`config.mk`:
```
export PLATFORM = sky130hd
export DESIGN_NAME = sau_top
export DESIGN_NICKNAME = d
export VERILOG_FILES = /design/src/sau_pkg.sv /design/src/sau_ea_calc.sv /design/src/sau_cb_decode.sv /design/src/sau_top.sv
export VERILOG_INCLUDE_DIRS = /design/src
export SDC_FILE = /design/constraint.sdc
export NUM_CORES = 1
export LEC_CHECK = 0
export ABC_AREA = 0
export BUFFER_PORTS_ARGS = -buffer_cell sky130_fd_sc_hd__buf_2
export CORE_MARGIN = 3
export CORE_UTILIZATION = 47
export DETAILED_ROUTE_END_ITERATION = 6
export PLACE_DENSITY = 0.86
export SETUP_SLACK_MARGIN = 0.15
export SLEW_MARGIN = 20
export SYNTH_ARGS = -nofsm -noshare
export SYNTH_HDL_FRONTEND = slang
export SYNTH_SLANG_ARGS = --single-unit
```
`constraint.sdc`:
```
create_clock -name CLK -period 9.4 [get_ports CLK]
set_input_delay 1.88 -clock CLK [delete_from_list [all_inputs] [get_ports CLK]]
set_output_delay 1.88 -clock CLK [all_outputs]
set_load 0.05 [all_outputs]
```
`src/sau_regs.svh`:
```
// Offsets, field positions and reset values of the segmented address unit
`ifndef SAU_REGS_SVH
`define SAU_REGS_SVH
`define SAU_SEG_SHIFT 4
`define SAU_RELOC_OFF 8'hfe
`define SAU_RELOC_RESET 16'h20ff
`define SAU_RELOC_WMASK 16'h7fff
`define SAU_RELOC_BASE_MSB 11
`define SAU_RELOC_MEM_BIT 12
`define SAU_RELOC_TRAP_BIT 13
`define SAU_RELOC_SLAVE_BIT 14
`define SAU_INT_LO 8'h20
`define SAU_INT_HI 8'h3e
`define SAU_TMR0_LO 8'h50
`define SAU_TMR0_HI 8'h56
`define SAU_TMR1_LO 8'h58
`define SAU_TMR1_HI 8'h5e
`define SAU_TMR2_LO 8'h60
`define SAU_TMR2_HI 8'h66
`define SAU_CHIPSEL_LO 8'ha0
`define SAU_CHIPSEL_HI 8'ha8
`define SAU_DMA0_LO 8'hc0
`define SAU_DMA0_HI 8'hca
`define SAU_DMA1_LO 8'hd0
`define SAU_DMA1_HI 8'hda
`define SAU_RSVD_PORT_LO 16'h00f8
`define SAU_RSVD_PORT_HI 16'h00ff
`endif

```
`src/sau_pkg.sv`:
```
// Types shared by the segmented address unit
package sau_pkg;
   typedef enum logic [1:0] {
      SEG_EXTRA = 2'h0, SEG_CODE = 2'h1, SEG_STACK = 2'h2, SEG_DATA = 2'h3
   } sau_seg_t;
   typedef enum logic [1:0] {
      REF_CODE = 2'h0, REF_STACK = 2'h1, REF_DATA = 2'h2,
      REF_STRING_DST = 2'h3
   } sau_ref_t;
   typedef enum logic [2:0] {
      MODE_DIRECT = 3'h0, MODE_REG_IND = 3'h1, MODE_BASED = 3'h2,
      MODE_INDEXED = 3'h3, MODE_BASED_IDX = 3'h4, MODE_BASED_IDX_DISP = 3'h5
   } sau_mode_t;
   typedef enum logic {BASE_GENERAL = 1'h0, BASE_FRAME = 1'h1} sau_base_t;
   typedef enum logic {IDX_SOURCE = 1'h0, IDX_DEST = 1'h1} sau_idx_t;
   typedef enum logic [3:0] {
      RGN_NONE = 4'h0, RGN_INT = 4'h1, RGN_TMR0 = 4'h2, RGN_TMR1 = 4'h3,
      RGN_TMR2 = 4'h4, RGN_CHIPSEL = 4'h5, RGN_DMA0 = 4'h6, RGN_DMA1 = 4'h7,
      RGN_RELOC = 4'h8
   } sau_region_t;
   typedef struct packed {
      logic valid;
      logic write;
      logic is_io;
      logic io_from_reg;
      logic [7:0] io_port8;
      sau_ref_t kind;
      sau_mode_t mode;
      sau_base_t base_sel;
      sau_idx_t index_sel;
      logic ind_use_base;
      logic [15:0] disp;
      logic disp8;
      logic ovr_valid;
      sau_seg_t ovr_seg;
      logic [15:0] wdata;
   } sau_req_t;
   typedef struct packed {
      logic [15:0] code_segment_reg;
      logic [15:0] stack_segment_reg;
      logic [15:0] data_segment_reg;
      logic [15:0] extra_segment_reg;
      logic [15:0] instr_ptr_reg;
      logic [15:0] stack_ptr_reg;
      logic [15:0] general_base_reg;
      logic [15:0] frame_base_reg;
      logic [15:0] src_index_reg;
      logic [15:0] dest_index_reg;
      logic [15:0] port_pointer_reg;
   } sau_cpu_regs_t;
   typedef struct packed {
      logic [15:0] reloc;
      logic [19:0] phys;
      logic [15:0] seg;
      logic [15:0] off;
      logic addr_valid;
      logic addr_io;
      logic cb_hit;
      sau_region_t region;
      logic [7:0] cb_off;
      logic [15:0] rdata;
      logic ready;
      logic [2:0] sync_ready_in_sync;
      logic [2:0] async_ready_in_sync;
      logic sync_ready_in;
      logic async_ready_in;
   } sau_state_t;
endpackage

```
`src/sau_ea_calc.sv`:
```
// Effective offset, segment choice and physical address forming
`timescale 1ns/1ns
`include "sau_regs.svh"
module sau_ea_calc (
   input sau_pkg::sau_req_t req,
   input sau_pkg::sau_cpu_regs_t regs,
   output logic [15:0] seg,
   output logic [15:0] off,
   output logic [19:0] phys
);
   import sau_pkg::*;
   logic [15:0] disp_x;
   logic [15:0] base_v;
   logic [15:0] index_v;
   logic bp_base;
   sau_seg_t sel;

   // Offset arithmetic; 16-bit targets drop every carry [RULE_02]
   always_comb begin
      disp_x = req.disp8 ? {{8{req.disp[7]}}, req.disp[7:0]} // [RULE_08]
                         : req.disp;
      base_v = (req.base_sel == BASE_FRAME) ? regs.frame_base_reg
                                            : regs.general_base_reg;
      index_v = (req.index_sel == IDX_DEST) ? regs.dest_index_reg
                                            : regs.src_index_reg;
      bp_base = 1'b0;
      case (req.mode)
         MODE_DIRECT: off = disp_x; // [RULE_09]
         MODE_REG_IND: begin
            off = req.ind_use_base ? base_v : index_v; // [RULE_10]
            bp_base = req.ind_use_base && (req.base_sel == BASE_FRAME);
         end
         MODE_BASED: begin
            off = base_v + disp_x; // [RULE_11]
            bp_base = (req.base_sel == BASE_FRAME);
         end
         MODE_INDEXED: off = index_v + disp_x; // [RULE_12]
         MODE_BASED_IDX: begin
            off = base_v + index_v;
            bp_base = (req.base_sel == BASE_FRAME);
         end
         MODE_BASED_IDX_DISP: begin
            off = base_v + index_v + disp_x; // [RULE_13]
            bp_base = (req.base_sel == BASE_FRAME);
         end
         default: off = disp_x;
      endcase
      // Fetches, stack and string destinations take their own pointer
      case (req.kind)
         REF_CODE: off = regs.instr_ptr_reg;
         REF_STACK: off = regs.stack_ptr_reg;
         REF_STRING_DST: off = regs.dest_index_reg;
         default: off = off;
      endcase
      // Implicit segment choice, then any override of a data operand
      case (req.kind)
         REF_CODE: sel = SEG_CODE; // [RULE_03]
         REF_STACK: sel = SEG_STACK; // [RULE_04]
         REF_STRING_DST: sel = SEG_EXTRA; // [RULE_05]
         default: sel = bp_base ? SEG_STACK : SEG_DATA; // [RULE_04] [RULE_06]
      endcase
      if (req.ovr_valid && (req.kind == REF_DATA)) begin
         sel = req.ovr_seg; // [RULE_07]
      end
      case (sel)
         SEG_CODE: seg = regs.code_segment_reg;
         SEG_STACK: seg = regs.stack_segment_reg;
         SEG_EXTRA: seg = regs.extra_segment_reg;
         default: seg = regs.data_segment_reg;
      endcase
      // Port address: zero-extended field or port pointer [RULE_14]
      if (req.is_io) begin
         seg = 16'h0000;
         off = req.io_from_reg ? regs.port_pointer_reg
                               : {8'h00, req.io_port8};
         phys = {4'h0, off};
      end else begin
         phys = ({4'h0, seg} << `SAU_SEG_SHIFT) + {4'h0, off}; // [RULE_01]
      end
   end
endmodule

```
`src/sau_cb_decode.sv`:
```
// Control block hit detection and register region decode
`timescale 1ns/1ns
`include "sau_regs.svh"
module sau_cb_decode (
   input logic [19:0] addr,
   input logic is_io,
   input logic [15:0] reloc,
   output logic hit,
   output sau_pkg::sau_region_t region,
   output logic [7:0] offset
);
   import sau_pkg::*;

   // Block sits on a 256-byte boundary in the space chosen by the mem bit
   always_comb begin
      offset = addr[7:0];
      hit = (is_io == !reloc[`SAU_RELOC_MEM_BIT]) && // [RULE_19] [RULE_25]
            (addr[19:8] == reloc[`SAU_RELOC_BASE_MSB:0]); // [RULE_17]
      // Region of the block that the offset falls in [RULE_23]
      if (offset >= `SAU_INT_LO && offset <= `SAU_INT_HI) begin
         region = RGN_INT;
      end else if (offset >= `SAU_TMR0_LO && offset <= `SAU_TMR0_HI) begin
         region = RGN_TMR0;
      end else if (offset >= `SAU_TMR1_LO && offset <= `SAU_TMR1_HI) begin
         region = RGN_TMR1;
      end else if (offset >= `SAU_TMR2_LO && offset <= `SAU_TMR2_HI) begin
         region = RGN_TMR2;
      end else if (offset >= `SAU_CHIPSEL_LO &&
                   offset <= `SAU_CHIPSEL_HI) begin
         region = RGN_CHIPSEL;
      end else if (offset >= `SAU_DMA0_LO && offset <= `SAU_DMA0_HI) begin
         region = RGN_DMA0;
      end else if (offset >= `SAU_DMA1_LO && offset <= `SAU_DMA1_HI) begin
         region = RGN_DMA1;
      end else if (offset == `SAU_RELOC_OFF) begin
         region = RGN_RELOC; // [RULE_18]
      end else begin
         region = RGN_NONE;
      end
   end
endmodule

```
`src/sau_top.sv`:
```
// Segmented address unit: address forming and control block front end
// What this block does and what software must keep to
// [RULE_01] Physical address is segment shifted left four plus offset, 20 bits.
// [RULE_02] Carry out of the 16-bit offset sum is dropped; offset wraps.
// [RULE_03] Code segment bases instruction prefetch and immediate data fetch.
// [RULE_04] Stack segment for push, pop and frame-base-based references.
// [RULE_05] Extra segment for string references indexed by destination index.
// [RULE_06] Data segment for all other data references.
// [RULE_07] Override prefix replaces the implicit segment for that operand.
// [RULE_08] Eight-bit displacement is sign-extended to 16 bits before adding.
// [RULE_09] Direct mode: offset is the displacement alone.
// [RULE_10] Register indirect: offset is an index or base register unchanged.
// [RULE_11] Based mode: displacement plus general or frame base register.
// [RULE_12] Indexed mode: displacement plus source or destination index.
// [RULE_13] Based indexed with displacement: base plus index plus displacement.
// [RULE_14] Port address from zero-extended 8-bit field or port pointer.
// [RULE_15] Ports 00F8h to 00FFh are reserved; outside users leave them.
// [RULE_16] Control block cycles ignore external data and both ready inputs.
// [RULE_17] Block base on 256-byte boundary; relocation gives upper 12 bits.
// [RULE_18] Relocation register sits at offset FEh, read and written normally.
// [RULE_19] Relocation bit 12 set maps block to memory, clear to I/O.
// [RULE_20] Software keeps upper four base bits zero for I/O mapping.
// [RULE_21] Relocation register resets to 20FFh: block at FF00h in I/O.
// [RULE_22] Relocation register holds slave-mode and coprocessor-trap bits.
// [RULE_23] Decode interrupt, timer, chip-select and DMA register ranges.
// [RULE_24] Software avoids placing the block over a chip-select range.
// [RULE_25] Hit only when space matches and address bits above 7 match.
// [RULE_26] Every defined block register is accessible at any time.
`timescale 1ns/1ns
`include "sau_regs.svh"
module sau_top (
   input logic CLK,
   input logic RST_N,
   input sau_pkg::sau_req_t REQ,
   input sau_pkg::sau_cpu_regs_t REGS,
   input logic [15:0] PERIPH_RDATA,
   input logic [15:0] EXT_DATA,
   input logic SYNC_READY_IN,
   input logic ASYNC_READY_IN,
   output logic [19:0] PHYS_ADDR,
   output logic [15:0] SEG_BASE,
   output logic [15:0] EFF_OFFSET,
   output logic ADDR_VALID,
   output logic ADDR_IO,
   output logic CB_HIT,
   output sau_pkg::sau_region_t CB_REGION,
   output logic [7:0] CB_OFFSET,
   output logic [15:0] RD_DATA,
   output logic BUS_READY,
   output logic [15:0] RELOC_VALUE,
   output logic CB_IN_MEMORY,
   output logic INT_SLAVE_MODE,
   output logic COPROC_TRAP_EN
);
   import sau_pkg::*;

   sau_state_t s;
   sau_state_t next_s;
   logic [15:0] ea_seg;
   logic [15:0] ea_off;
   logic [19:0] ea_phys;
   logic dec_hit;
   sau_region_t dec_region;
   logic [7:0] dec_off;
   logic req_hit;
   logic reloc_wr;

   // Offset, segment and physical address of the current request
   sau_ea_calc u_ea (
      .req(REQ),
      .regs(REGS),
      .seg(ea_seg),
      .off(ea_off),
      .phys(ea_phys)
   );

   // Control block decode against the current relocation value
   sau_cb_decode u_cb (
      .addr(ea_phys),
      .is_io(REQ.is_io),
      .reloc(s.reloc),
      .hit(dec_hit),
      .region(dec_region),
      .offset(dec_off)
   );

   // Access strobes for this cycle
   assign req_hit = REQ.valid && dec_hit;
   assign reloc_wr = req_hit && REQ.write && (dec_off == `SAU_RELOC_OFF);

   // Next state of the whole unit
   always_comb begin
      next_s = s;
      // Ready pins: three stages, a change counts when stages 2 and 3 agree
      next_s.sync_ready_in_sync = {s.sync_ready_in_sync[1:0], SYNC_READY_IN};
      next_s.async_ready_in_sync = {s.async_ready_in_sync[1:0], ASYNC_READY_IN};
      if (s.sync_ready_in_sync[2] == s.sync_ready_in_sync[1]) begin
         next_s.sync_ready_in = s.sync_ready_in_sync[2];
      end
      if (s.async_ready_in_sync[2] == s.async_ready_in_sync[1]) begin
         next_s.async_ready_in = s.async_ready_in_sync[2];
      end
      // Latch the formed address of each request
      next_s.addr_valid = REQ.valid;
      next_s.cb_hit = req_hit;
      if (REQ.valid) begin
         next_s.phys = ea_phys;
         next_s.seg = ea_seg;
         next_s.off = ea_off;
         next_s.addr_io = REQ.is_io;
         next_s.cb_off = dec_off;
         next_s.region = dec_hit ? dec_region : RGN_NONE;
      end
      // Relocation register write, reserved top bit kept zero
      if (reloc_wr) begin
         next_s.reloc = REQ.wdata & `SAU_RELOC_WMASK; // [RULE_18] [RULE_26]
      end
      // Read data: block registers replace the external bus [RULE_16]
      if (req_hit) begin
         if (dec_off == `SAU_RELOC_OFF) begin
            next_s.rdata = s.reloc; // [RULE_18]
         end else if (dec_region != RGN_NONE) begin
            next_s.rdata = PERIPH_RDATA; // [RULE_26]
         end else begin
            next_s.rdata = 16'h0000;
         end
      end else if (REQ.valid) begin
         next_s.rdata = EXT_DATA;
      end
      // Internal cycles complete without waiting on the ready pins
      next_s.ready = req_hit ? 1'b1 : (s.sync_ready_in | s.async_ready_in); // [RULE_16]
   end

   // State register; relocation value comes up at its reset pattern
   always_ff @(posedge CLK or negedge RST_N) begin
      if (!RST_N) begin
         s <= '0;
         s.reloc <= `SAU_RELOC_RESET; // [RULE_21]
      end else begin
         s <= next_s;
      end
   end

   // Outputs straight from the state register
   assign PHYS_ADDR = s.phys;
   assign SEG_BASE = s.seg;
   assign EFF_OFFSET = s.off;
   assign ADDR_VALID = s.addr_valid;
   assign ADDR_IO = s.addr_io;
   assign CB_HIT = s.cb_hit;
   assign CB_REGION = s.region;
   assign CB_OFFSET = s.cb_off;
   assign RD_DATA = s.rdata;
   assign BUS_READY = s.ready;
   assign RELOC_VALUE = s.reloc;
   assign CB_IN_MEMORY = s.reloc[`SAU_RELOC_MEM_BIT]; // [RULE_19]
   assign INT_SLAVE_MODE = s.reloc[`SAU_RELOC_SLAVE_BIT]; // [RULE_22]
   assign COPROC_TRAP_EN = s.reloc[`SAU_RELOC_TRAP_BIT]; // [RULE_22]
endmodule

```
==> impl_metrics.xml, run 1 <==
<?xml version="1.0" encoding="UTF-8"?>
<metrics>
  <group name="clock_network">
    <metric name="tritoncts_clock_tree" unit="">built</metric>
    <metric name="clock_sinks" unit="">95</metric>
    <metric name="cts_root_buffer" unit="">sky130_fd_sc_hd__clkbuf_16</metric>
    <metric name="clkLatencyLatePin" unit="ps">360</metric>
    <metric name="cts_max_path_buffers" unit="">2</metric>
    <metric name="h-tree-depth" unit="">3</metric>
    <metric name="clk_transition_reported_paths" unit="ps">80</metric>
    <metric name="tritoncts.num_buffers" unit="">9</metric>
  </group>
  <group name="outcome">
    <metric name="status" unit="">finished clean</metric>
  </group>
  <group name="layout">
    <metric name="layout.cell_area.non_filler" unit="mm²">0.01232</metric>
    <metric name="num-nets-final" unit="">1815</metric>
    <metric name="syn2layout_area_growth" unit="%">19.94</metric>
    <metric name="post_route_cells_drive_above_1_share" unit="">0.3735</metric>
  </group>
  <group name="worst_hold_path">
    <metric name="hold-path-endpoint" unit="">next_s[7]$_DFF_PN0_</metric>
    <metric name="min_delay_path_depth" unit="">0</metric>
    <metric name="worstHoldPathType" unit="">reg -&gt; reg</metric>
    <metric name="hold_path.startpoint" unit="">next_s[6]$_DFF_PN0_</metric>
  </group>
  <group name="job">
    <metric name="max_cap_violations" unit="">0</metric>
  </group>
  <group name="sta">
    <metric name="crit_share_post_route" unit="">0.9653</metric>
    <metric name="timing_worst_slew_pin_value" unit="ps">1064</metric>
    <metric name="final_setup_violation_count" unit="">0</metric>
    <metric name="timing.max_slew.rel_slack" unit="">0.2702</metric>
    <metric name="fin_tns_setup" unit="ps">0</metric>
    <metric name="layout_min_cycle_time" unit="ps">9074</metric>
    <metric name="final.setup_skew" unit="ps">5.699</metric>
    <metric name="maxSlewViolCount" unit="">0</metric>
    <metric name="timing.fmax" unit="GHz">0.1102</metric>
    <metric name="final_hold_viol_count" unit="">0</metric>
  </group>
  <group name="synth">
    <metric name="post_synth.cell_area_avg" unit="µm²">8.359</metric>
    <metric name="ys_ff_latch" unit="">95</metric>
    <metric name="postSynthCellCount" unit="">1229</metric>
    <metric name="number_of_synthesized_flops_with_an_enable_pin" unit="">0</metric>
    <metric name="synth_warnings" unit="">0</metric>
    <metric name="yosysUniqueCellTypes" unit="">94</metric>
    <metric name="synth_seq_area_share" unit="">0.2325</metric>
    <metric name="dominantRegCellSynth" unit="">sky130_fd_sc_hd__dfrtp_1</metric>
    <metric name="syn-cell-area" unit="mm²">0.01027</metric>
    <metric name="ys_async_sr_fraction" unit="">1.000</metric>
    <metric name="synth_fp_nets" unit="">1547</metric>
  </group>
  <group name="setup_path">
    <metric name="worst-endpoint-required" unit="ps">9610</metric>
    <metric name="timing.critical_path.arrival" unit="ps">9280</metric>
    <metric name="timing_worst_setup_path_type" unit="">in -&gt; reg</metric>
    <metric name="critical-path-max-stage-delay" unit="ps">520</metric>
    <metric name="critical_path.reg2reg.startpoint" unit="">RELOC_VALUE[1]$_DFFE_PN1P_</metric>
    <metric name="worstRegToRegCells" unit="">12</metric>
    <metric name="critical-path-slowest-cell" unit="">sky130_fd_sc_hd__or4_4</metric>
    <metric name="path_max_fanout" unit="">11</metric>
    <metric name="r2r_slack" unit="ps">5890</metric>
    <metric name="endpoint_type_of_the_worst_setup_path" unit="">register</metric>
    <metric name="worst_setup_path_start_kind" unit="">input port</metric>
    <metric name="crit-reg2reg-capture" unit="">RD_DATA[10]$_DFFE_PN0P_</metric>
  </group>
  <group name="die">
    <metric name="core" unit="mm²">0.02122</metric>
    <metric name="die_area" unit="mm²">0.02367</metric>
    <metric name="fp.dieW" unit="µm">153.8</metric>
    <metric name="pin_count" unit="">371</metric>
    <metric name="num_rows" unit="">53</metric>
    <metric name="die_h" unit="µm">153.8</metric>
    <metric name="initial_core_utilization" unit="">0.4841</metric>
  </group>
  <group name="detailed_routing">
    <metric name="routed_wire_length_per_instance" unit="µm">21.52</metric>
    <metric name="route.antenna.remaining_nets" unit="">0</metric>
    <metric name="viasPerCell" unit="">6.174</metric>
    <metric name="initialDrtViolationCount" unit="">1010</metric>
    <metric name="detail_route.first_pass.iterations" unit="">6</metric>
    <metric name="vias" unit="">10983</metric>
    <metric name="drt_wl_total" unit="µm">38280</metric>
    <metric name="drc_errors" unit="">0</metric>
  </group>
  <group name="power">
    <metric name="total_power" unit="mW">1.967</metric>
    <metric name="p_leak" unit="nW">5.962</metric>
    <metric name="switching_power" unit="mW">0.9238</metric>
    <metric name="internal-power" unit="mW">1.043</metric>
    <metric name="switching_fraction" unit="">0.4697</metric>
    <metric name="clock_power_share" unit="">0.186</metric>
    <metric name="vdd.ir_drop.worst" unit="V">0.00009268</metric>
    <metric name="comb_power_share" unit="">0.568</metric>
    <metric name="powerDensity" unit="mW/mm²">159.6</metric>
    <metric name="pwr-share-seq" unit="">0.247</metric>
  </group>
  <group name="global_route">
    <metric name="grt_start_max_net_pins" unit="">62</metric>
    <metric name="grt_pass1_wl" unit="µm">56500</metric>
    <metric name="globalRoute.totalOverflow" unit="">0</metric>
    <metric name="number_of_antenna_violations_at_the_first_check_in_global_routing" unit="">1</metric>
    <metric name="via_count_of_the_first_global_routing_pass" unit="">10445</metric>
    <metric name="gr-usage-all-layers" unit="">0.2964</metric>
  </group>
  <group name="place">
    <metric name="post_dp_cell_area" unit="mm²">0.01183</metric>
    <metric name="portBuffers" unit="">368</metric>
    <metric name="gp_congestion" unit="">0.9921</metric>
    <metric name="dpl.hpwl" unit="µm">29610</metric>
  </group>
</metrics>
==> logic make-up after synthesis <==
logic type                 count (synthesis)  share of synthesized area
AOI/OAI and AO/OA                        390                     0.2711
xor gates and xnor gates                  31                    0.02643
adders and majority gates                 52                    0.06503
buffers and inverters                    215                     0.1189
DFF                                       95                     0.2325
muxes                                    117                     0.1259
other                                      1                  0.0003650
and+or+nand+nor                          328                     0.1598
==> cell usage after synthesis, drive strengths merged (5+ instances only) <==
master / n / share of area
ha: 47 / 0.057
a211oi: 30 / 0.022
and3: 11 / 0.0067
o221ai: 11 / 0.0094
inv: 47 / 0.017
nor2b: 6 / 0.0037
and2: 19 / 0.012
xor2: 9 / 0.0077
nand3: 29 / 0.015
mux2: 55 / 0.064
a22o: 37 / 0.032
a221oi: 6 / 0.0057
nand2b: 10 / 0.0061
a21oi: 81 / 0.040
nor3: 31 / 0.015
clkbuf: 47 / 0.017
nor4: 7 / 0.0049
a221o: 11 / 0.011
o21a: 10 / 0.0073
nand4: 7 / 0.0049
xnor2: 22 / 0.019
o21ai: 60 / 0.029
a22oi: 16 / 0.012
dfrtp: 86 / 0.21
or2: 7 / 0.0043
buf: 120 / 0.084
a31oi: 30 / 0.018
o31a: 5 / 0.0043
o31ai: 5 / 0.0050
mux2i: 62 / 0.062
o221a: 6 / 0.0066
dfstp: 9 / 0.023
nor2: 68 / 0.025
nand2: 108 / 0.040
o211ai: 9 / 0.0071
a21o: 20 / 0.015
==> critical path: cells and delay by family <==
kind | cells | cell delay (ps)
AO/OA/AOI/OAI | 11 | 2530
XOR/XNOR | 2 | 300
adder cells (fa/ha/maj) | 3 | 820
buffers and inverters | 5 | 900
multiplexers | 2 | 640
AND/OR/NAND/NOR | 8 | 2190
==> cells in the final DEF, fill, tap and decap left out, types with 23 or more instances in the layout <==
| cell | Yosys | routed |
|---|---|---|
| sky130_fd_sc_hd__buf_2 | 13 | 366 |
| sky130_fd_sc_hd__nand2_1 | 107 | 107 |
| sky130_fd_sc_hd__dfrtp_1 | 86 | 86 |
| sky130_fd_sc_hd__a21oi_1 | 80 | 76 |
| sky130_fd_sc_hd__nor2_1 | 68 | 68 |
| sky130_fd_sc_hd__mux2i_1 | 61 | 55 |
| sky130_fd_sc_hd__buf_4 | 98 | 52 |
| sky130_fd_sc_hd__inv_1 | 46 | 45 |
| sky130_fd_sc_hd__mux2_2 | 44 | 44 |
| sky130_fd_sc_hd__ha_1 | 47 | 44 |
| sky130_fd_sc_hd__a22o_1 | 37 | 37 |
| sky130_fd_sc_hd__o21ai_0 | 39 | 35 |
| sky130_fd_sc_hd__a211oi_1 | 30 | 30 |
| sky130_fd_sc_hd__nor3_1 | 31 | 29 |
| sky130_fd_sc_hd__a31oi_1 | 30 | 29 |
| sky130_fd_sc_hd__nand3_1 | 28 | 28 |
| sky130_fd_sc_hd__o21ai_1 | 21 | 23 |
==> flip-flops by register name (all words and copies together), names as in the netlist <==
name / flops
CB_HIT: 1
PHYS_ADDR: 20
ADDR_VALID: 1
next_s: 4
EFF_OFFSET: 12
SEG_BASE: 16
ADDR_IO: 1
CB_REGION: 4
RD_DATA: 16
RELOC_VALUE: 15
s: 4
BUS_READY: 1
==> power groups by stage <==
stage | clock network (mW) | logic [mW] | registers (mW)
3_3_place_gp | 0 | 1.05 | 0.488
2_1_floorplan | 0 | 0.823 | 0.485
4_1_cts | 0.372 | 1.08 | 0.483
5_1_grt | 0.389 | 1.20 | 0.489
3_5_place_dp | 0 | 1.07 | 0.490
6_report | 0.366 | 1.12 | 0.485
==> worst max path at each step <==
stage / start / endpoint / cells after the start
3_3_place_gp: REQ[37] / RD_DATA[11]$_DFFE_PN0P_ / 33
6_report: REQ[37] / RD_DATA[10]$_DFFE_PN0P_ / 31
3_5_place_dp: REQ[37] / RD_DATA[10]$_DFFE_PN0P_ / 35
2_1_floorplan: REQ[37] / RD_DATA[1]$_DFFE_PN0P_ / 31
4_1_cts: REQ[37] / RD_DATA[8]$_DFFE_PN0P_ / 34
5_1_grt: REQ[37] / RD_DATA[10]$_DFFE_PN0P_ / 33
==> layer usage <==
metal / vias to the layer above / track usage / routed length, µm
li1: 5038 / - / -
met1: 5189 / 0.3965 / 15650
met2: 621 / 0.4717 / 17310
met3: 135 / 0.06164 / 3492
met4: 0 / 0.1156 / 1833
met5: - / 0 / 0
==> timing repair <==
| item | CTS | global route |
|---|---|---|
| setup endpoints to repair | 7 | 37 |
| gates resized for setup | 2 | 36 |
| gates cloned | 0 | 1 |
| hold buffers | 0 | 0 |
| pin swaps | 0 | 13 |
| setup buffers | 0 | 4 |
==> final cells by class <==
cell class,instances,area [µm²]
fill,1909,8899
multi-input combinational,919,6790
sequential,95,2389
timing repair buffer,424,2321
tap,275,344.1
clock buffer,9,225.2
inverter,48,180.2
clock inverter,7,67.56
antenna,2,5.005
==> stage by stage <==
stage | hold slack (ps) | setup WS (ps) | std cells | util
2_1_floorplan | 331.2 | 464.2 | 1229 | -
3_3_place_gp | 331.6 | -64.22 | 1756 | 0.5574
3_5_place_dp | 336.3 | -273.7 | 1756 | 0.5574
4_1_cts | 351.6 | 191.7 | 1772 | 0.5715
5_1_grt | 366.8 | -15.61 | 1778 | 0.5805
6_report | 356.9 | 326.2 | 1779 | 0.5807
No activity file was read; power rests on OpenSTA's default activity.
==> run 2, diff against run 1 <==
--- a/config.mk
+++ b/config.mk
@@ -8,10 +8,12 @@
 export LEC_CHECK = 0
 export ABC_AREA = 0
 export BUFFER_PORTS_ARGS = -buffer_cell sky130_fd_sc_hd__buf_2
+export CELL_PAD_IN_SITES_DETAIL_PLACEMENT = 1
+export CELL_PAD_IN_SITES_GLOBAL_PLACEMENT = 1
 export CORE_MARGIN = 3
-export CORE_UTILIZATION = 47
+export CORE_UTILIZATION = 40
 export DETAILED_ROUTE_END_ITERATION = 6
-export PLACE_DENSITY = 0.86
+export PLACE_DENSITY = 0.95
 export SETUP_SLACK_MARGIN = 0.15
 export SLEW_MARGIN = 20
 export SYNTH_ARGS = -nofsm -noshare
==> run 2 against run 1 <==
- the run now ends with design-rule violations left
- first-iteration DRC count rose by 19%
- power increased by 5.6%
- sequential share of layout area decreased by 0.54 points
- final cell count is 3.5% higher
- global-route usage grew 0.69 points
- clock-buffer cell count unchanged
- non-clock buffer count rose by 4
- combinational power increased by 9%
- critical path depth increased by 2
- utilization down 7.7 points
- wire length rose by 20%
- register-to-register slack lost 330 ps
- critical path type unchanged
- largest cell class unchanged
==> impl_metrics.xml, run 2 (synthesis gave the netlist of run 1 again) <==
<?xml version="1.0" encoding="UTF-8"?>
<metrics>
  <group name="outcome">
    <metric name="status" unit="">complete, but fails checks</metric>
    <metric name="failed_checks" unit="">design-rule violations</metric>
  </group>
  <group name="sta">
    <metric name="rsz0062_at_grt" unit="">false</metric>
    <metric name="final_setup_violation_count" unit="">0</metric>
    <metric name="timing.fmax" unit="GHz">0.1092</metric>
    <metric name="timing.final.ws_setup" unit="ps">238.5</metric>
    <metric name="maxSlewViolCount" unit="">0</metric>
    <metric name="timing.max_slew.rel_slack" unit="">0.2105</metric>
    <metric name="timing_worst_slew_pin_value" unit="ps">1151</metric>
    <metric name="crit_share_post_route" unit="">0.9746</metric>
    <metric name="fin_tns_setup" unit="ps">0</metric>
    <metric name="final.setup_skew" unit="ps">7.470</metric>
    <metric name="layout_min_cycle_time" unit="ps">9161</metric>
    <metric name="final_hold_viol_count" unit="">0</metric>
    <metric name="hold-worst-slack" unit="ps">351.9</metric>
  </group>
  <group name="setup_path">
    <metric name="worst_path_most_repeated_cell" unit="">sky130_fd_sc_hd__a21oi_1</metric>
    <metric name="timing_worst_setup_path_type" unit="">in -&gt; reg</metric>
    <metric name="endpoint_type_of_the_worst_setup_path" unit="">register</metric>
    <metric name="worst_setup_path_start_kind" unit="">input port</metric>
    <metric name="path_max_fanout" unit="">10</metric>
    <metric name="worst-endpoint-required" unit="ps">9610</metric>
    <metric name="critical-path-slowest-cell" unit="">sky130_fd_sc_hd__o41a_1</metric>
    <metric name="timing.critical_path.arrival" unit="ps">9380</metric>
    <metric name="critical_path.reg2reg.startpoint" unit="">RELOC_VALUE[1]$_DFFE_PN1P_</metric>
    <metric name="crit-reg2reg-capture" unit="">RD_DATA[2]$_DFFE_PN0P_</metric>
    <metric name="critical-path-max-stage-delay" unit="ps">480</metric>
    <metric name="r2r_slack" unit="ps">5560</metric>
    <metric name="worstRegToRegCells" unit="">12</metric>
  </group>
  <group name="layout">
    <metric name="syn2layout_area_growth" unit="%">23.40</metric>
    <metric name="post_layout_nonfiller_instances" unit="">1841</metric>
    <metric name="final_common_cell" unit="">sky130_fd_sc_hd__buf_2</metric>
    <metric name="post_route_cells_drive_above_1_share" unit="">0.3971</metric>
    <metric name="layout.cell_area.non_filler" unit="mm²">0.01268</metric>
    <metric name="num-nets-final" unit="">1819</metric>
    <metric name="area_used_by_sequential_logic_in_the_layout" unit="mm²">0.002389</metric>
    <metric name="multi_input_area" unit="mm²">0.007042</metric>
    <metric name="mostFrequentLayoutCells" unit="">sky130_fd_sc_hd__buf_2 (366), sky130_fd_sc_hd__nand2_1 (107), sky130_fd_sc_hd__dfrtp_1 (86)</metric>
    <metric name="utilization" unit="">0.5034</metric>
    <metric name="num-fill-cells" unit="">3097</metric>
    <metric name="largest_register_ffs" unit="">20</metric>
  </group>
  <group name="detailed_routing">
    <metric name="drt_wl_total" unit="µm">46070</metric>
    <metric name="drc_errors" unit="">27</metric>
    <metric name="vias" unit="">11571</metric>
    <metric name="routed_wire_length_per_instance" unit="µm">25.02</metric>
    <metric name="initialDrtViolationCount" unit="">1198</metric>
    <metric name="detail_route.first_pass.iterations" unit="">7</metric>
    <metric name="route.antenna.remaining_nets" unit="">0</metric>
    <metric name="viasPerCell" unit="">6.285</metric>
  </group>
  <group name="clock_network">
    <metric name="tritoncts_clock_tree" unit="">built</metric>
    <metric name="clock_sinks" unit="">95</metric>
    <metric name="h-tree-depth" unit="">3</metric>
    <metric name="cts_max_path_buffers" unit="">2</metric>
    <metric name="cts_root_buffer" unit="">sky130_fd_sc_hd__clkbuf_16</metric>
    <metric name="clkLatencyLatePin" unit="ps">360</metric>
    <metric name="clk_transition_reported_paths" unit="ps">80</metric>
    <metric name="tritoncts.num_buffers" unit="">9</metric>
  </group>
  <group name="die">
    <metric name="die_area" unit="mm²">0.02764</metric>
    <metric name="pin_count" unit="">371</metric>
    <metric name="die_h" unit="µm">166.3</metric>
    <metric name="initial_core_utilization" unit="">0.4080</metric>
    <metric name="core" unit="mm²">0.02518</metric>
    <metric name="fp.dieW" unit="µm">166.3</metric>
    <metric name="num_rows" unit="">58</metric>
  </group>
  <group name="power">
    <metric name="p_leak" unit="nW">6.014</metric>
    <metric name="powerDensity" unit="mW/mm²">163.8</metric>
    <metric name="total_power" unit="mW">2.077</metric>
    <metric name="vdd.ir_drop.worst" unit="V">0.0001119</metric>
  </group>
  <group name="place">
    <metric name="gp_congestion" unit="">0.9299</metric>
    <metric name="dp_cells" unit="">1811</metric>
    <metric name="post_dp_cell_area" unit="mm²">0.01189</metric>
    <metric name="dpl.hpwl" unit="µm">35350</metric>
    <metric name="post-place-ws" unit="ps">-492.5</metric>
    <metric name="portBuffers" unit="">368</metric>
  </group>
  <group name="global_route">
    <metric name="grt_pass1_wl" unit="µm">66920</metric>
    <metric name="via_count_of_the_first_global_routing_pass" unit="">11608</metric>
    <metric name="number_of_antenna_violations_at_the_first_check_in_global_routing" unit="">6</metric>
    <metric name="grt_start_max_net_pins" unit="">56</metric>
    <metric name="gr-usage-all-layers" unit="">0.3034</metric>
    <metric name="globalRoute.totalOverflow" unit="">0</metric>
  </group>
  <group name="worst_hold_path">
    <metric name="hold_path.startpoint" unit="">next_s[6]$_DFF_PN0_</metric>
    <metric name="hold-path-endpoint" unit="">next_s[7]$_DFF_PN0_</metric>
    <metric name="worstHoldPathType" unit="">reg -&gt; reg</metric>
    <metric name="min_delay_path_depth" unit="">0</metric>
  </group>
  <group name="job">
    <metric name="max_cap_violations" unit="">0</metric>
  </group>
</metrics>
==> run 2: cell types whose count changed in the layout (fill, tap and decap cells not counted), sizes merged <==
cell / before / now
inv: 49 / 50
clkbuf: 11 / 10
bufbuf: 0 / 1
diode: 2 / 5
buf: 422 / 426
clkinvlp: 3 / 2
==> run 2: cell type report <==
class                      instances  area share
antenna                            5   0.0009870
clock buffer                       9     0.01777
clock inverter                     7    0.005823
inverter                          48     0.01421
multi-input combinational        919      0.5555
sequential                        95      0.1884
tap                              330     0.03257
timing repair buffer             428      0.1848
==> run 2: worst max-delay path by stage <==
stage,to,cells past startpoint,startpoint,slack (ps)
6_report,RD_DATA[2]$_DFFE_PN0P_,33,REQ[37],240
5_1_grt,RD_DATA[7]$_DFFE_PN0P_,35,REQ[37],30
4_1_cts,RD_DATA[2]$_DFFE_PN0P_,35,REQ[37],160
3_5_place_dp,RD_DATA[8]$_DFFE_PN0P_,36,REQ[37],-490
3_3_place_gp,RD_DATA[13]$_DFFE_PN0P_,35,REQ[37],-60
2_1_floorplan,RD_DATA[1]$_DFFE_PN0P_,31,REQ[37],460
==> run 2: critical path: cells and delay by family <==
kind	cells	cell delay, ps
AOI/OAI and AO/OA	13	2830
xor gates and xnor gates	2	360
adders and majority gates	4	1580
buffers and inverters	6	1010
muxes	2	560
and+or+nand+nor	6	1150
==> run 2: repair_timing <==
| action | CTS | global route |
|---|---|---|
| resized for setup | 8 | 73 |
| cloned | 1 | 0 |
| buffers inserted | 2 | 6 |
| hold buffers | 0 | 0 |
| setup endpoints to repair | 33 | 37 |
| pin swaps | 2 | 14 |
==> run 2: where the power goes <==
part	total (mW)	leakage [nW]	switching (mW)	internal, mW
Clock	0.373	0.140	0.185	0.188
Sequential	0.483	1.16	0.0296	0.454
Combinational	1.22	4.72	0.790	0.431
==> run 2: per-layer routing <==
layer,part of all wire,wire [µm],GRT usage
met1,0.39,17900,0.3778
met2,0.48,22020,0.5218
met3,0.075,3463,0.04213
met4,0.058,2673,0.1395
met5,0.00015,7,0
==> run 3, diff against run 2 <==
==> constraint.sdc (replaced) <==
create_clock -name CLK -period 9.4 [get_ports CLK]
set_input_delay 0.47 -clock CLK [delete_from_list [all_inputs] [get_ports CLK]]
set_output_delay 0.47 -clock CLK [all_outputs]
set_load 0.05 [all_outputs]
==> run 3 against run 2 <==
- the flow now finishes without violations
- critical path type unchanged
- largest cell class unchanged
- clock power rose by 9.4%
- critical path depth rose by 2
- die area did not move
- maximum frequency rose by 7.2%
- combinational power fell by 11%
- non-clock buffer count fell by 45
- flip-flop and latch count did not move
- wire length fell by 6.6%
- via count fell by 5.3%
- largest power group unchanged
==> impl_metrics.xml, run 3 (synthesis gave the netlist of run 1 again) <==
<?xml version="1.0" encoding="UTF-8"?>
<metrics>
  <group name="outcome">
    <metric name="status" unit="">finished clean</metric>
  </group>
  <group name="die">
    <metric name="die_h" unit="µm">166.3</metric>
    <metric name="die_area" unit="mm²">0.02764</metric>
    <metric name="initial_core_utilization" unit="">0.4080</metric>
    <metric name="pin_count" unit="">371</metric>
    <metric name="num_rows" unit="">58</metric>
    <metric name="fp.dieW" unit="µm">166.3</metric>
    <metric name="core" unit="mm²">0.02518</metric>
  </group>
  <group name="setup_path">
    <metric name="endpoint_type_of_the_worst_setup_path" unit="">register</metric>
    <metric name="critical-path-max-stage-delay" unit="ps">520</metric>
    <metric name="crit-reg2reg-capture" unit="">RD_DATA[0]$_DFFE_PN0P_</metric>
    <metric name="critical-path-slowest-cell" unit="">sky130_fd_sc_hd__a2111oi_1</metric>
    <metric name="worstRegToRegCells" unit="">11</metric>
    <metric name="r2r_slack" unit="ps">5600</metric>
    <metric name="worst_setup_path_start_kind" unit="">input port</metric>
    <metric name="timing_worst_setup_path_type" unit="">in -&gt; reg</metric>
    <metric name="timing.critical_path.arrival" unit="ps">8770</metric>
    <metric name="worst_path_most_repeated_cell" unit="">sky130_fd_sc_hd__o21ai_1</metric>
    <metric name="path_max_fanout" unit="">22</metric>
    <metric name="critical_path.reg2reg.startpoint" unit="">RELOC_VALUE[1]$_DFFE_PN1P_</metric>
    <metric name="worst-endpoint-required" unit="ps">9620</metric>
  </group>
  <group name="sta">
    <metric name="timing.final.ws_setup" unit="ps">857.6</metric>
    <metric name="fin_tns_setup" unit="ps">0</metric>
    <metric name="hold-worst-slack" unit="ps">48.88</metric>
    <metric name="rsz0062_at_grt" unit="">false</metric>
    <metric name="timing.max_slew.rel_slack" unit="">0.3144</metric>
    <metric name="final_hold_viol_count" unit="">0</metric>
    <metric name="layout_min_cycle_time" unit="ps">8542</metric>
    <metric name="final_setup_violation_count" unit="">0</metric>
    <metric name="maxSlewViolCount" unit="">0</metric>
    <metric name="timing.fmax" unit="GHz">0.1171</metric>
    <metric name="final.setup_skew" unit="ps">6.723</metric>
    <metric name="crit_share_post_route" unit="">0.9088</metric>
    <metric name="timing_worst_slew_pin_value" unit="ps">999.7</metric>
  </group>
  <group name="clock_network">
    <metric name="tritoncts.num_buffers" unit="">9</metric>
    <metric name="cts_max_path_buffers" unit="">2</metric>
    <metric name="h-tree-depth" unit="">3</metric>
    <metric name="clkLatencyLatePin" unit="ps">360</metric>
    <metric name="tritoncts_clock_tree" unit="">built</metric>
    <metric name="post_cts_hold_fix_bufs" unit="">0</metric>
    <metric name="clk_transition_reported_paths" unit="ps">80</metric>
    <metric name="cts_post_setup_buffers_inserted" unit="">0</metric>
    <metric name="clock_sinks" unit="">95</metric>
    <metric name="cts_root_buffer" unit="">sky130_fd_sc_hd__clkbuf_16</metric>
  </group>
  <group name="global_route">
    <metric name="grt_start_max_net_pins" unit="">60</metric>
    <metric name="via_count_of_the_first_global_routing_pass" unit="">11421</metric>
    <metric name="met1_usage" unit="">0.3742</metric>
    <metric name="globalRoute.totalOverflow" unit="">0</metric>
    <metric name="grt_use_met3" unit="">0.04380</metric>
    <metric name="gr-usage-all-layers" unit="">0.2963</metric>
    <metric name="grt_pass1_wl" unit="µm">65860</metric>
    <metric name="grt-busiest-layer" unit="">met2</metric>
    <metric name="number_of_antenna_violations_at_the_first_check_in_global_routing" unit="">3</metric>
    <metric name="globalRouteMet2Util" unit="">0.5067</metric>
  </group>
  <group name="worst_hold_path">
    <metric name="worstHoldPathType" unit="">in -&gt; async</metric>
  </group>
  <group name="power">
    <metric name="p_leak" unit="nW">5.754</metric>
    <metric name="total_power" unit="mW">1.975</metric>
    <metric name="powerDensity" unit="mW/mm²">165.2</metric>
    <metric name="vdd.ir_drop.worst" unit="V">0.0001048</metric>
  </group>
  <group name="detailed_routing">
    <metric name="viasPerCell" unit="">6.108</metric>
    <metric name="drc_errors" unit="">0</metric>
    <metric name="detail_route.first_pass.iterations" unit="">5</metric>
    <metric name="routed_wire_length_per_instance" unit="µm">23.96</metric>
    <metric name="route.antenna.remaining_nets" unit="">0</metric>
    <metric name="initialDrtViolationCount" unit="">970</metric>
    <metric name="vias" unit="">10963</metric>
    <metric name="drt_wl_total" unit="µm">43010</metric>
  </group>
  <group name="layout">
    <metric name="multi_input_area" unit="mm²">0.006679</metric>
    <metric name="mostFrequentLayoutCells" unit="">sky130_fd_sc_hd__buf_2 (367), sky130_fd_sc_hd__nand2_1 (107), sky130_fd_sc_hd__dfrtp_1 (86)</metric>
    <metric name="area_used_by_sequential_logic_in_the_layout" unit="mm²">0.002389</metric>
    <metric name="post_route_cells_drive_above_1_share" unit="">0.3409</metric>
    <metric name="largest_register_ffs" unit="">20</metric>
    <metric name="syn2layout_area_growth" unit="%">16.37</metric>
    <metric name="num-nets-final" unit="">1774</metric>
    <metric name="num-fill-cells" unit="">3156</metric>
    <metric name="layout.cell_area.non_filler" unit="mm²">0.01196</metric>
    <metric name="final_common_cell" unit="">sky130_fd_sc_hd__buf_2</metric>
  </group>
  <group name="job">
    <metric name="max_cap_violations" unit="">0</metric>
  </group>
  <group name="place">
    <metric name="post_dp_cell_area" unit="mm²">0.01160</metric>
    <metric name="portBuffers" unit="">368</metric>
    <metric name="dpl.hpwl" unit="µm">34700</metric>
    <metric name="post-place-ws" unit="ps">341.4</metric>
    <metric name="gp_congestion" unit="">0.9743</metric>
  </group>
</metrics>
[run 3: cell count changes in the layout (fill, tap and decap cells not counted), sizes merged]
cell	before	now
diode	5	4
bufinv	0	1
clkbuf	10	9
clkinvlp	2	0
clkinv	3	4
buf	426	383
bufbuf	1	0
[run 3: through the flow]
stage | util | std cells
2_1_floorplan | - | 1229
3_3_place_gp | 0.4607 | 1775
3_5_place_dp | 0.4607 | 1775
4_1_cts | 0.4738 | 1791
5_1_grt | 0.4748 | 1795
6_report | 0.4748 | 1795
[run 3: area by class of cell]
cell class / instances / share of cell area
Timing Repair Buffer: 383 / 0.1637
Inverter: 48 / 0.01507
Multi-Input combinational cell: 919 / 0.5587
Sequential cell: 95 / 0.1998
Antenna cell: 4 / 0.0008373
Clock inverter: 7 / 0.008582
Clock buffer: 9 / 0.01884
Tap cell: 330 / 0.03454
[run 3: critical path: cells and delay by family]
family	cells	cell delay, ps
multiplexers	2	640
AO/OA/AOI/OAI	16	3780
adder cells (fa/ha/maj)	4	1240
buffers and inverters	4	910
AND/OR/NAND/NOR	7	1460
XOR/XNOR	2	230
[run 3: worst max-delay path by stage]
stage                              end  slack [ps]  cells past startpoint  startpoint
2_1_floorplan   RD_DATA[1]$_DFFE_PN0P_        1870                     31     REQ[37]
3_3_place_gp    RD_DATA[6]$_DFFE_PN0P_         750                     32     REQ[38]
3_5_place_dp   RD_DATA[13]$_DFFE_PN0P_         340                     34     REQ[38]
4_1_cts        RD_DATA[13]$_DFFE_PN0P_         710                     34     REQ[38]
5_1_grt        RD_DATA[13]$_DFFE_PN0P_         230                     35     REQ[38]
6_report        RD_DATA[0]$_DFFE_PN0P_         860                     35     REQ[38]
[run 3: routing by layer]
layer | part of all wire | wire [µm] | vias to the layer above
li1 | - | - | 4959
met1 | 0.42 | 17900 | 5384
met3 | 0.059 | 2518 | 120
met5 | 0 | 0 | -
met4 | 0.046 | 1989 | 0
met2 | 0.48 | 20600 | 500
[run 3: timing repair]
item | CTS | global route
hold endpoints to repair | 0 | 0
gates resized for setup | 0 | 3
endpoints found under the setup margin | 0 | 29
[run 3: report_power, final]
group	internal [mW]	switching [mW]	total, mW
Combinational	0.363	0.723	1.09
Clock	0.216	0.192	0.408
Sequential	0.453	0.0281	0.481
Total	1.03	0.942	1.98
